**config.mk**
```make
export PLATFORM = sky130hd
export DESIGN_NAME = mgaf_top
export DESIGN_NICKNAME = d
export VERILOG_FILES = /design/src/rtl/mgaf_pkg.sv /design/src/rtl/mgaf_funcs.sv /design/src/rtl/mgaf_txmon.sv /design/src/rtl/mgaf_top.sv
export SDC_FILE = /design/constraint.sdc
export NUM_CORES = 1
export LEC_CHECK = 0
export BUFFER_PORTS_ARGS = -buffer_cell sky130_fd_sc_hd__buf_2
export CORE_MARGIN = 4
export CORE_UTILIZATION = 34
export CTS_BUF_LIST = sky130_fd_sc_hd__clkbuf_4 sky130_fd_sc_hd__clkbuf_8 sky130_fd_sc_hd__clkbuf_16
export DETAILED_ROUTE_END_ITERATION = 12
export HOLD_SLACK_MARGIN = 0.03
export PLACE_DENSITY = 0.64
export SETUP_SLACK_MARGIN = 0.05
export SLEW_MARGIN = 40
export SYNTH_ARGS = -nofsm -noshare
export SYNTH_HDL_FRONTEND = slang
export SYNTH_SLANG_ARGS = --single-unit
```
**constraint.sdc**
```tcl
create_clock -name hclk -period 2.75 [get_ports hclk]
set_clock_uncertainty 0.1 [all_clocks]
set_input_delay 0.55 -clock hclk [delete_from_list [all_inputs] [get_ports hclk]]
set_output_delay 0.55 -clock hclk [all_outputs]
set_load 0.02 [all_outputs]
```
**src/rtl/mgaf_pkg.sv**
```systemverilog
// Constants and types shared by the pin block with alternate functions.
// Assumes a 20 MHz bus clock and one AHB-Lite master on the register bus.
//
// Behaviour
// [RL1] Each pad is input, output or alternate.
// [RL2] Input pads read the live pad level.
// [RL3] Output pads drive and report written level.
// [RL4] Alternate pads follow only their internal function.
// [RL5] Reset: all pads input, held low; the code holds the alarm pad high.
// [RL6] Alternates only on pads one, four to seven.
// [RL7] Output pads drive push-pull, both levels.
// [RL8] Pad four low inhibits the transmitter.
// [RL9] Pad five high while transmit activity lasts.
// [RL10] Monitor leads burst 300 ms, lags 500 ms-1 s.
// [RL11] Alarm pad rises, holds until clear command.
// [RL12] Alarm pad held high during reset.
// [RL13] Pad seven alternate forces output; buzzer needs select.
// [RL14] Host sets alternate, waits, then sends select.
// [RL15] Buzzer pad reports dummy level as high.
// [RL16] Alternate requests on unsupported pads are rejected.

package mgaf_pkg;

	// Pad population; pad n sits at index n-1.
	localparam int MGAF_NPADS = 9;
	localparam logic [8:0] MGAF_ALT_PADS = 9'h079;
	localparam logic [8:0] MGAF_ALT_OE = 9'h071;

	// Pad modes as stored in the mode register, two bits per pad.
	typedef enum logic [1:0] {
		MGAF_MODE_IN = 2'b00,
		MGAF_MODE_OUT = 2'b01,
		MGAF_MODE_ALT = 2'b10
	} mgaf_mode_t;

	// Register byte offsets.
	localparam logic [7:0] MGAF_OFF_MODE = 8'h00;
	localparam logic [7:0] MGAF_OFF_LEVEL = 8'h04;
	localparam logic [7:0] MGAF_OFF_PADS = 8'h08;
	localparam logic [7:0] MGAF_OFF_CMD = 8'h0C;

	// Command codes written to the command register.
	localparam logic [1:0] MGAF_CMD_ALARM_CLR = 2'h1;
	localparam logic [1:0] MGAF_CMD_BUZZ_SEL = 2'h3;

	// Pad values while reset is asserted: all driven, only the alarm pad high.
	localparam logic [8:0] MGAF_PAD_RST_OUT = 9'h020;
	localparam logic [8:0] MGAF_PAD_RST_OE = 9'h1FF;

	// Transmit monitor timing.
	localparam int MGAF_CLK_HZ = 20000000;
	localparam int MGAF_TX_LEAD_MS = 300;
	localparam int MGAF_TX_LAG_MS = 500;
	localparam int MGAF_CYC_PER_MS = (MGAF_CLK_HZ + 999) / 1000;
	localparam int MGAF_TX_LEAD_CYC = MGAF_TX_LEAD_MS * MGAF_CYC_PER_MS;
	localparam int MGAF_TX_LAG_CYC = MGAF_TX_LAG_MS * MGAF_CYC_PER_MS;
	localparam int MGAF_CNT_W = 24;

	// Pad drive bundle.
	typedef struct packed {
		logic [MGAF_NPADS-1:0] out;
		logic [MGAF_NPADS-1:0] oe;
	} mgaf_pads_t;

	// Top-level state: pad setup, pad drive and bus slave.
	typedef struct packed {
		logic [MGAF_NPADS-1:0][1:0] mode;
		logic [MGAF_NPADS-1:0] level;
		logic [MGAF_NPADS-1:0] pad_out;
		logic [MGAF_NPADS-1:0] pad_oe;
		logic tx_inhibit;
		logic [7:0] addr;
		logic wr_pend;
		logic rd_pend;
		logic ready;
		logic resp;
		logic [31:0] rdata;
	} mgaf_top_state_t;

	localparam mgaf_top_state_t MGAF_TOP_RST = '{
		mode: '0, level: '0, pad_out: MGAF_PAD_RST_OUT, pad_oe: MGAF_PAD_RST_OE,
		tx_inhibit: 1'b0, addr: 8'h00, wr_pend: 1'b0, rd_pend: 1'b0,
		ready: 1'b1, resp: 1'b0, rdata: 32'h0000_0000
	};

	// Transmit monitor sequencer.
	typedef enum logic [1:0] {
		MGAF_TX_IDLE = 2'b00,
		MGAF_TX_LEAD = 2'b01,
		MGAF_TX_BURST = 2'b10,
		MGAF_TX_LAG = 2'b11
	} mgaf_tx_state_t;

	typedef struct packed {
		mgaf_tx_state_t st;
		logic [MGAF_CNT_W-1:0] cnt;
		logic mon;
		logic ok;
	} mgaf_tx_reg_t;

	// Alarm and buzzer latches.
	typedef struct packed {
		logic alarm_on;
		logic buzz_on;
	} mgaf_fn_reg_t;

endpackage

```
**src/rtl/mgaf_funcs.sv**
```systemverilog
// Alarm latch and buzzer enable for the pin block.
// Assumes single-cycle command pulses from the register slave.

`timescale 1ns/100ps

module mgaf_funcs
	import mgaf_pkg::*;
(
	// Clock and reset.
	input wire logic hclk,
	input wire logic hresetn,
	// Events and commands.
	input wire logic alarm_event,
	input wire logic alarm_clear,
	input wire logic buzz_select,
	input wire logic buzz_allowed,
	// Function levels.
	output logic alarm_on,
	output logic buzz_on
);

	mgaf_fn_reg_t state_reg;
	mgaf_fn_reg_t state_next;

	// The alarm event beats a clear in the same cycle, so no alarm is lost.
	always_comb begin
		state_next = state_reg;
		state_next.alarm_on = alarm_event | (state_reg.alarm_on & ~alarm_clear); // RL11
		state_next.buzz_on = buzz_allowed & (state_reg.buzz_on | buzz_select); // RL13
	end

	// State register.
	always_ff @(posedge hclk or negedge hresetn) begin
		if (!hresetn) begin
			state_reg <= '0;
		end else begin
			state_reg <= state_next;
		end
	end

	assign alarm_on = state_reg.alarm_on;
	assign buzz_on = state_reg.buzz_on;
endmodule

```
**src/rtl/mgaf_txmon.sv**
```systemverilog
// Transmit activity monitor sequencer.
// Assumes the radio firmware holds tx_request high while it wants to send.

`timescale 1ns/100ps

module mgaf_txmon
	import mgaf_pkg::*;
#(
	parameter int LEAD_CYCLES = MGAF_TX_LEAD_CYC,
	parameter int LAG_CYCLES = MGAF_TX_LAG_CYC
) (
	// Clock and reset.
	input wire logic hclk,
	input wire logic hresetn,
	// Firmware side.
	input wire logic tx_request,
	output logic burst_ok,
	// Monitor line level.
	output logic mon
);

	// Bursts wait one count beyond the lead, because the pad follows the
	// monitor level through one more register stage in the top.
	localparam logic [MGAF_CNT_W-1:0] LEAD_LAST = MGAF_CNT_W'(LEAD_CYCLES);
	localparam logic [MGAF_CNT_W-1:0] LAG_LAST = MGAF_CNT_W'(LAG_CYCLES - 1);

	mgaf_tx_reg_t state_reg;
	mgaf_tx_reg_t state_next;

	// The line rises at once and bursts wait out the lead; a new request
	// during the lag resumes bursting because the line never fell.
	always_comb begin
		state_next = state_reg;
		state_next.cnt = state_reg.cnt + 1'b1;
		unique case (state_reg.st)
			MGAF_TX_IDLE: begin
				state_next.cnt = '0;
				if (tx_request) begin
					state_next.st = MGAF_TX_LEAD;
					state_next.mon = 1'b1; // RL9
				end
			end
			MGAF_TX_LEAD: begin
				if (!tx_request) begin
					state_next.st = MGAF_TX_LAG;
					state_next.cnt = '0;
				end else if (state_reg.cnt == LEAD_LAST) begin
					state_next.st = MGAF_TX_BURST; // RL10
					state_next.ok = 1'b1;
				end
			end
			MGAF_TX_BURST: begin
				state_next.cnt = '0;
				if (!tx_request) begin
					state_next.st = MGAF_TX_LAG;
					state_next.ok = 1'b0;
				end
			end
			MGAF_TX_LAG: begin
				if (tx_request) begin
					state_next.st = MGAF_TX_BURST;
					state_next.ok = 1'b1;
				end else if (state_reg.cnt == LAG_LAST) begin
					state_next.st = MGAF_TX_IDLE; // RL10
					state_next.mon = 1'b0; // RL9
				end
			end
		endcase
	end

	// State register.
	always_ff @(posedge hclk or negedge hresetn) begin
		if (!hresetn) begin
			state_reg <= '{st: MGAF_TX_IDLE, cnt: '0, mon: 1'b0, ok: 1'b0};
		end else begin
			state_reg <= state_next;
		end
	end

	assign burst_ok = state_reg.ok;
	assign mon = state_reg.mon;
endmodule

```
**src/rtl/mgaf_top.sv**
```systemverilog
// Pin block with plain input, plain output and alternate functions,
// reached over an AHB-Lite slave with four word registers.
// Assumes a single master, word transfers only, and pad inputs that are
// synchronous to hclk; the bench resolves pad wires from the enables.
//
// Added by the designer: the register addresses and the AHB-Lite interface to the registers.

`timescale 1ns/100ps

module mgaf_top
	import mgaf_pkg::*;
#(
	parameter int LEAD_CYCLES = MGAF_TX_LEAD_CYC,
	parameter int LAG_CYCLES = MGAF_TX_LAG_CYC
) (
	// Clock and reset.
	input wire logic hclk,
	input wire logic hresetn,
	// AHB-Lite slave.
	input wire logic hsel,
	input wire logic [31:0] haddr,
	input wire logic [1:0] htrans,
	input wire logic hwrite,
	input wire logic [2:0] hsize,
	input wire logic [31:0] hwdata,
	input wire logic hready,
	output logic hreadyout,
	output logic hresp,
	output logic [31:0] hrdata,
	// Pads.
	input wire logic [MGAF_NPADS-1:0] pad_in,
	output mgaf_pads_t pads,
	// Internal firmware functions.
	input wire logic jamming_detect_output,
	input wire logic tx_request,
	input wire logic alarm_event,
	input wire logic buzzer_wave,
	output logic tx_inhibit,
	output logic tx_burst_ok
);

	mgaf_top_state_t state_reg;
	mgaf_top_state_t state_next;

	logic take;
	logic cmd_wr;
	logic alarm_clr;
	logic buzz_sel;
	logic buzz_allowed;
	logic alarm_on;
	logic buzz_on;
	logic tx_mon;
	logic [MGAF_NPADS-1:0] in_mask;
	logic [MGAF_NPADS-1:0] out_mask;
	logic [MGAF_NPADS-1:0] alt_mask;
	logic [MGAF_NPADS-1:0] alt_lvl;
	logic [MGAF_NPADS-1:0] alt_view;
	logic [MGAF_NPADS-1:0] in_view;
	logic [31:0] rd_value;

	// Marks the pads whose stored mode equals the given code.
	function automatic logic [MGAF_NPADS-1:0] mode_mask(
		input logic [MGAF_NPADS-1:0][1:0] m,
		input mgaf_mode_t code
	);
		logic [MGAF_NPADS-1:0] r;
		r = '0;
		for (int i = 0; i < MGAF_NPADS; i++) begin
			r[i] = (m[i] == code);
		end
		return r;
	endfunction

	// A mode value is kept only if the pad can take it; code 3 is never kept.
	function automatic logic mode_ok(input logic [1:0] v, input logic sup);
		return (v == MGAF_MODE_IN) | (v == MGAF_MODE_OUT) | ((v == MGAF_MODE_ALT) & sup);
	endfunction

	// Mode decode of the current setup.
	assign in_mask = mode_mask(state_reg.mode, MGAF_MODE_IN);
	assign out_mask = mode_mask(state_reg.mode, MGAF_MODE_OUT);
	assign alt_mask = mode_mask(state_reg.mode, MGAF_MODE_ALT);

	// Levels the internal functions put on their pads.
	always_comb begin
		alt_lvl = '0;
		alt_lvl[0] = jamming_detect_output; // RL6
		alt_lvl[3] = pad_in[3];
		alt_lvl[4] = tx_mon; // RL9
		alt_lvl[5] = alarm_on; // RL11
		alt_lvl[6] = buzz_on & buzzer_wave; // RL13
	end

	// The buzzer pad reports a dummy high once armed, not the tone itself.
	always_comb begin
		alt_view = alt_lvl;
		alt_view[6] = buzz_on; // RL15
	end

	// What a read of the pad register shows for each pad.
	assign in_view = (in_mask & pad_in) | (out_mask & state_reg.level) | (alt_mask & alt_view); // RL2 RL3

	// Bus address phase acceptance and command decode in the write data phase.
	assign take = hsel & hready & htrans[1];
	assign cmd_wr = state_reg.wr_pend & (state_reg.addr == MGAF_OFF_CMD);
	assign alarm_clr = cmd_wr & (hwdata[1:0] == MGAF_CMD_ALARM_CLR);
	assign buzz_sel = cmd_wr & (hwdata[1:0] == MGAF_CMD_BUZZ_SEL); // RL14
	assign buzz_allowed = alt_mask[6];

	// Read multiplexer; unmapped offsets read as zero.
	always_comb begin
		rd_value = 32'h0000_0000;
		case (state_reg.addr)
			MGAF_OFF_MODE: rd_value = 32'(state_reg.mode);
			MGAF_OFF_LEVEL: rd_value = 32'(state_reg.level);
			MGAF_OFF_PADS: rd_value = 32'(in_view);
			MGAF_OFF_CMD: begin
				rd_value = 32'({tx_burst_ok, tx_mon, state_reg.tx_inhibit, buzz_on, alarm_on});
			end
			default: rd_value = 32'h0000_0000;
		endcase
	end

	// Next state: register writes, bus handshake and pad drive.
	// Reads take one wait state so that the data is sampled after any
	// write in the preceding data phase has landed.
	always_comb begin
		state_next = state_reg;
		state_next.resp = 1'b0;
		if (state_reg.wr_pend && (state_reg.addr == MGAF_OFF_MODE)) begin
			for (int i = 0; i < MGAF_NPADS; i++) begin
				if (mode_ok(hwdata[2*i +: 2], MGAF_ALT_PADS[i])) begin // RL16
					state_next.mode[i] = hwdata[2*i +: 2]; // RL1
				end
			end
		end
		if (state_reg.wr_pend && (state_reg.addr == MGAF_OFF_LEVEL)) begin
			state_next.level = hwdata[MGAF_NPADS-1:0]; // RL3
		end
		state_next.wr_pend = take & hwrite;
		state_next.rd_pend = take & ~hwrite;
		if (take) begin
			state_next.addr = haddr[7:0];
		end
		state_next.ready = ~(take & ~hwrite);
		if (state_reg.rd_pend) begin
			state_next.rdata = rd_value;
		end
		for (int i = 0; i < MGAF_NPADS; i++) begin
			if (out_mask[i]) begin
				state_next.pad_oe[i] = 1'b1; // RL7
				state_next.pad_out[i] = state_reg.level[i]; // RL3
			end else if (alt_mask[i]) begin
				state_next.pad_oe[i] = MGAF_ALT_OE[i]; // RL4 RL13
				state_next.pad_out[i] = alt_lvl[i] & MGAF_ALT_OE[i]; // RL4
			end else begin
				state_next.pad_oe[i] = 1'b0; // RL2
				state_next.pad_out[i] = 1'b0;
			end
		end
		state_next.tx_inhibit = alt_mask[3] & ~pad_in[3]; // RL8
	end

	// State register; reset drives every pad low except the alarm pad.
	always_ff @(posedge hclk or negedge hresetn) begin
		if (!hresetn) begin
			state_reg <= MGAF_TOP_RST; // RL5 RL12
		end else begin
			state_reg <= state_next;
		end
	end

	// Alarm latch and buzzer enable.
	mgaf_funcs u_funcs (
		.hclk(hclk),
		.hresetn(hresetn),
		.alarm_event(alarm_event),
		.alarm_clear(alarm_clr),
		.buzz_select(buzz_sel),
		.buzz_allowed(buzz_allowed),
		.alarm_on(alarm_on),
		.buzz_on(buzz_on)
	);

	// Transmit monitor; runs whatever the pad mode, so the status bit is
	// valid even when pad five is used as plain I/O.
	mgaf_txmon #(
		.LEAD_CYCLES(LEAD_CYCLES),
		.LAG_CYCLES(LAG_CYCLES)
	) u_txmon (
		.hclk(hclk),
		.hresetn(hresetn),
		.tx_request(tx_request),
		.burst_ok(tx_burst_ok),
		.mon(tx_mon)
	);

	// Outputs straight from the state register.
	assign hreadyout = state_reg.ready;
	assign hresp = state_reg.resp;
	assign hrdata = state_reg.rdata;
	assign pads = '{out: state_reg.pad_out, oe: state_reg.pad_oe};
	assign tx_inhibit = state_reg.tx_inhibit;
endmodule

```
==> impl_metrics.ini <==
[outcome]
status = completed

[logic_synthesis]
synth_cells = 468
seq_area_frac_synth_pct = 51.0
synthFlopType = dfrtp_1
ys_seq_elements = 105
synth_edf_count = 0
synth_area_leaders = dfrtp_1 (45%), buf_4 (7.4%), dfstp_2 (5.6%)
synth_cell_types = 63
syn_area_sq_mm = 0.00518
synth_top_area_share_pct = 45.4
ys.warnings.count = 0
syn_area_per_cell_sq_um = 11.1
yosysTopAreaCell = dfrtp_1
async_reset_ff_share_pct = 100

[worst_hold_path]
hold_path.class = in2async

[flow_run]
max_cap_violations = 0

[drt]
drt-initial-drc-count = 259
viasPerCell = 5.15
antenna_left = 0
top_layer_used = met5
drc = 0
routedWlPerCell_microns = 16.0
drt-met1-wl_mm = 4.95
dr.pass1.iters = 4
met2_length_mm = 5.41
dr_total_vias = 3634
wirelength_mm = 11.3
wl_met3_microns = 682

[power_and_ir_drop]
power.internal_mw = 2.68
p_clk_share_pct = 38.8
p_leak_nw = 2.70
swShare_pct = 25.6
ir_drop_mv = 0.327
total_power_mw = 3.61
power_switching_mw = 0.922
power_frac_seq_pct = 48.0
pwr_density_cell_mw_per_mm2 = 621
share_comb_of_total_power_pct = 13.2

[clock_tree]
cts.hold.buffers_added = 0
path_clk_slew_ns = 0.07
clockRootBuffer = clkbuf_16
cts_tree = done
cts_buffers = 9
clockBufferDepth = 2
post-cts-setup-buffers = 0
clkLatencyLatePin_ns = 0.35
cts_resized = 0
cts_max_level = 3
cts.sinks = 105

[placement]
dp_hpwl_mm = 8.21
place_congestion = 0.813
portBuffers = 83

[grt]
grt_overflow = 0
grt_pass1_wl_mm = 18.8
grt_max_degree = 50
grtUsageTotal_pct = 13.3
grt_pass1_vias = 3655
antenna_found_initial = 1

[final_layout]
largest_reg_flops = 37
num_antenna_cells = 0
layout.nets = 617
drive_gt1_share_pct = 29.6
syn2layout_area_growth_pct = 12.2
nFillCells = 1452

[setup_path]
criticalPathCategory = reg2reg
cp.required_ns = 2.93
crit_top_cell = or4_1
critPathMaxFanout = 9
crit_arrival_ns = 2.62
path_cells = ha_1, nand4_4, or4_1, or4_1, a21oi_1
end_kind = register
cp_slowest_cell = or4_1
critPathMaxStageDelay_ns = 0.72
startpoint_type = register
worst-r2r-setup-slack_ns = 0.31

[die]
die_w_microns = 131
die_area_sq_mm = 0.0173
ios = 141
die_h_microns = 131
start_util_pct = 35.2
core_sq_mm = 0.0147
rows = 44

[sta]
finalSetupViolations = 0
relSlewSlack_pct = 57.4
rsz0062_at_grt = no
setup_tns_ns = 0
max_freq_ghz = 0.410
hold_viol = 0
worstMarginPinSlew_ns = 0.634
layout_min_cycle_time_ns = 2.44
slew_violations = 0
period_share_pct = 88.7
Yosys cell counts (all sizes together), types with 5 or more instances:
master and count:
dfrtp 94, buf 54, nor2 33, nand2 23, mux2 22, a21oi 21, inv 19, ha 14
clkbuf 12, mux2i 12, dfstp 11, nand3 10, a22o 9, nor2b 9, or4 9, nor4 8
o21ai 8, o2bb2ai 8, o31ai 8, nand4 7, or2 7, xnor2 7, and2 6, o22a 5
or3 5
path summary, 6_finish.rpt:
path | depth (start not counted) | startpoint | to
setup / recovery | 5 | u_txmon.state_reg[2]$_DFF_PN0_ | u_txmon.state_reg[22]$_DFF_PN0_
hold / removal | 1 | hresetn | hrdata[17]$_DFFE_PN0P_
setup reg to reg | 5 | u_txmon.state_reg[2]$_DFF_PN0_ | u_txmon.state_reg[22]$_DFF_PN0_
hold reg to reg | 1 | state_reg[87]$_DFFE_PN0P_ | pads[7]$_DFF_PN1_
max in group asynchronous | 2 | hresetn | pads[2]$_DFF_PN1_
min in group hclk | 2 | pad_in[3] | tx_inhibit$_DFF_PN0_
layout by cell type, fill, tap and decap left out, types with 12 or more instances in the layout:
master	n
mux2i_1	12
dfrtp_1	94
nand2_1	23
ha_1	14
conb_1	15
mux2_2	22
buf_2	82
nor2_1	33
inv_1	19
a21oi_1	21
layout make-up:
class | count | area (sq um) | area share [%]
well taps | 184 | 230 | 3.96
repair buffers | 89 | 475 | 8.19
clock buffers | 10 | 239 | 4.12
multi-input cells | 291 | 2060 | 35.4
clock inverters | 6 | 90.1 | 1.55
flip-flops and latches | 105 | 2640 | 45.5
inverters | 20 | 75.1 | 1.29
power groups by stage:
| stage | Sequential [mW] | Clock, mW | Combinational [mW] |
|---|---|---|---|
| 2_1_floorplan | 1.74 | 0 | 0.384 |
| 4_1_cts | 1.73 | 1.44 | 0.484 |
| 5_1_grt | 1.74 | 1.50 | 0.527 |
| 3_3_place_gp | 1.75 | 0 | 0.472 |
| 6_report | 1.73 | 1.40 | 0.477 |
| 3_5_place_dp | 1.76 | 0 | 0.482 |
kinds of logic (layout without fill, tap and decap cells):
| logic type | Yosys count | in the layout | synth area share [%] |
|---|---|---|---|
| AO/OA/AOI/OAI | 79 | 79 | 11.1 |
| adder cells (fa/ha/maj) | 14 | 14 | 3.38 |
| multiplexers | 35 | 35 | 7.54 |
| flip-flops | 105 | 105 | 51.0 |
| XOR/XNOR | 10 | 10 | 1.69 |
| AND/OR/NAND/NOR | 138 | 138 | 14.9 |
| other | 1 | 15 | 0.0724 |
| buffers and inverters | 86 | 125 | 10.3 |
per-layer routing:
layer,up-vias,track usage [%]
met4,2,5.89
met1,1791,16.9
met2,111,21.3
met3,21,3.63
li1,1709,-
met5,-,0
metrics by stage:
stage	setup WS [ns]	cells	util, %	area, sq um	hold slack, ns
finish	0.311	705	39.5	5810	0.116
global route	0.161	705	39.5	5810	0.165
CTS	0.298	705	39.5	5810	0.136
detailed placement	0.336	689	37.3	5480	0.355
global placement	0.375	689	37.3	5480	0.349
floorplan	0.562	482	-	5230	0.154
critical path, delay by kind of cell, from the launching register on:
family,cells,cell delay (ns)
simple gates,3,1.40
flops,1,0.41
fa+ha+maj,1,0.30
compound gates,1,0.15
No activity file was read; power rests on OpenSTA's default activity.
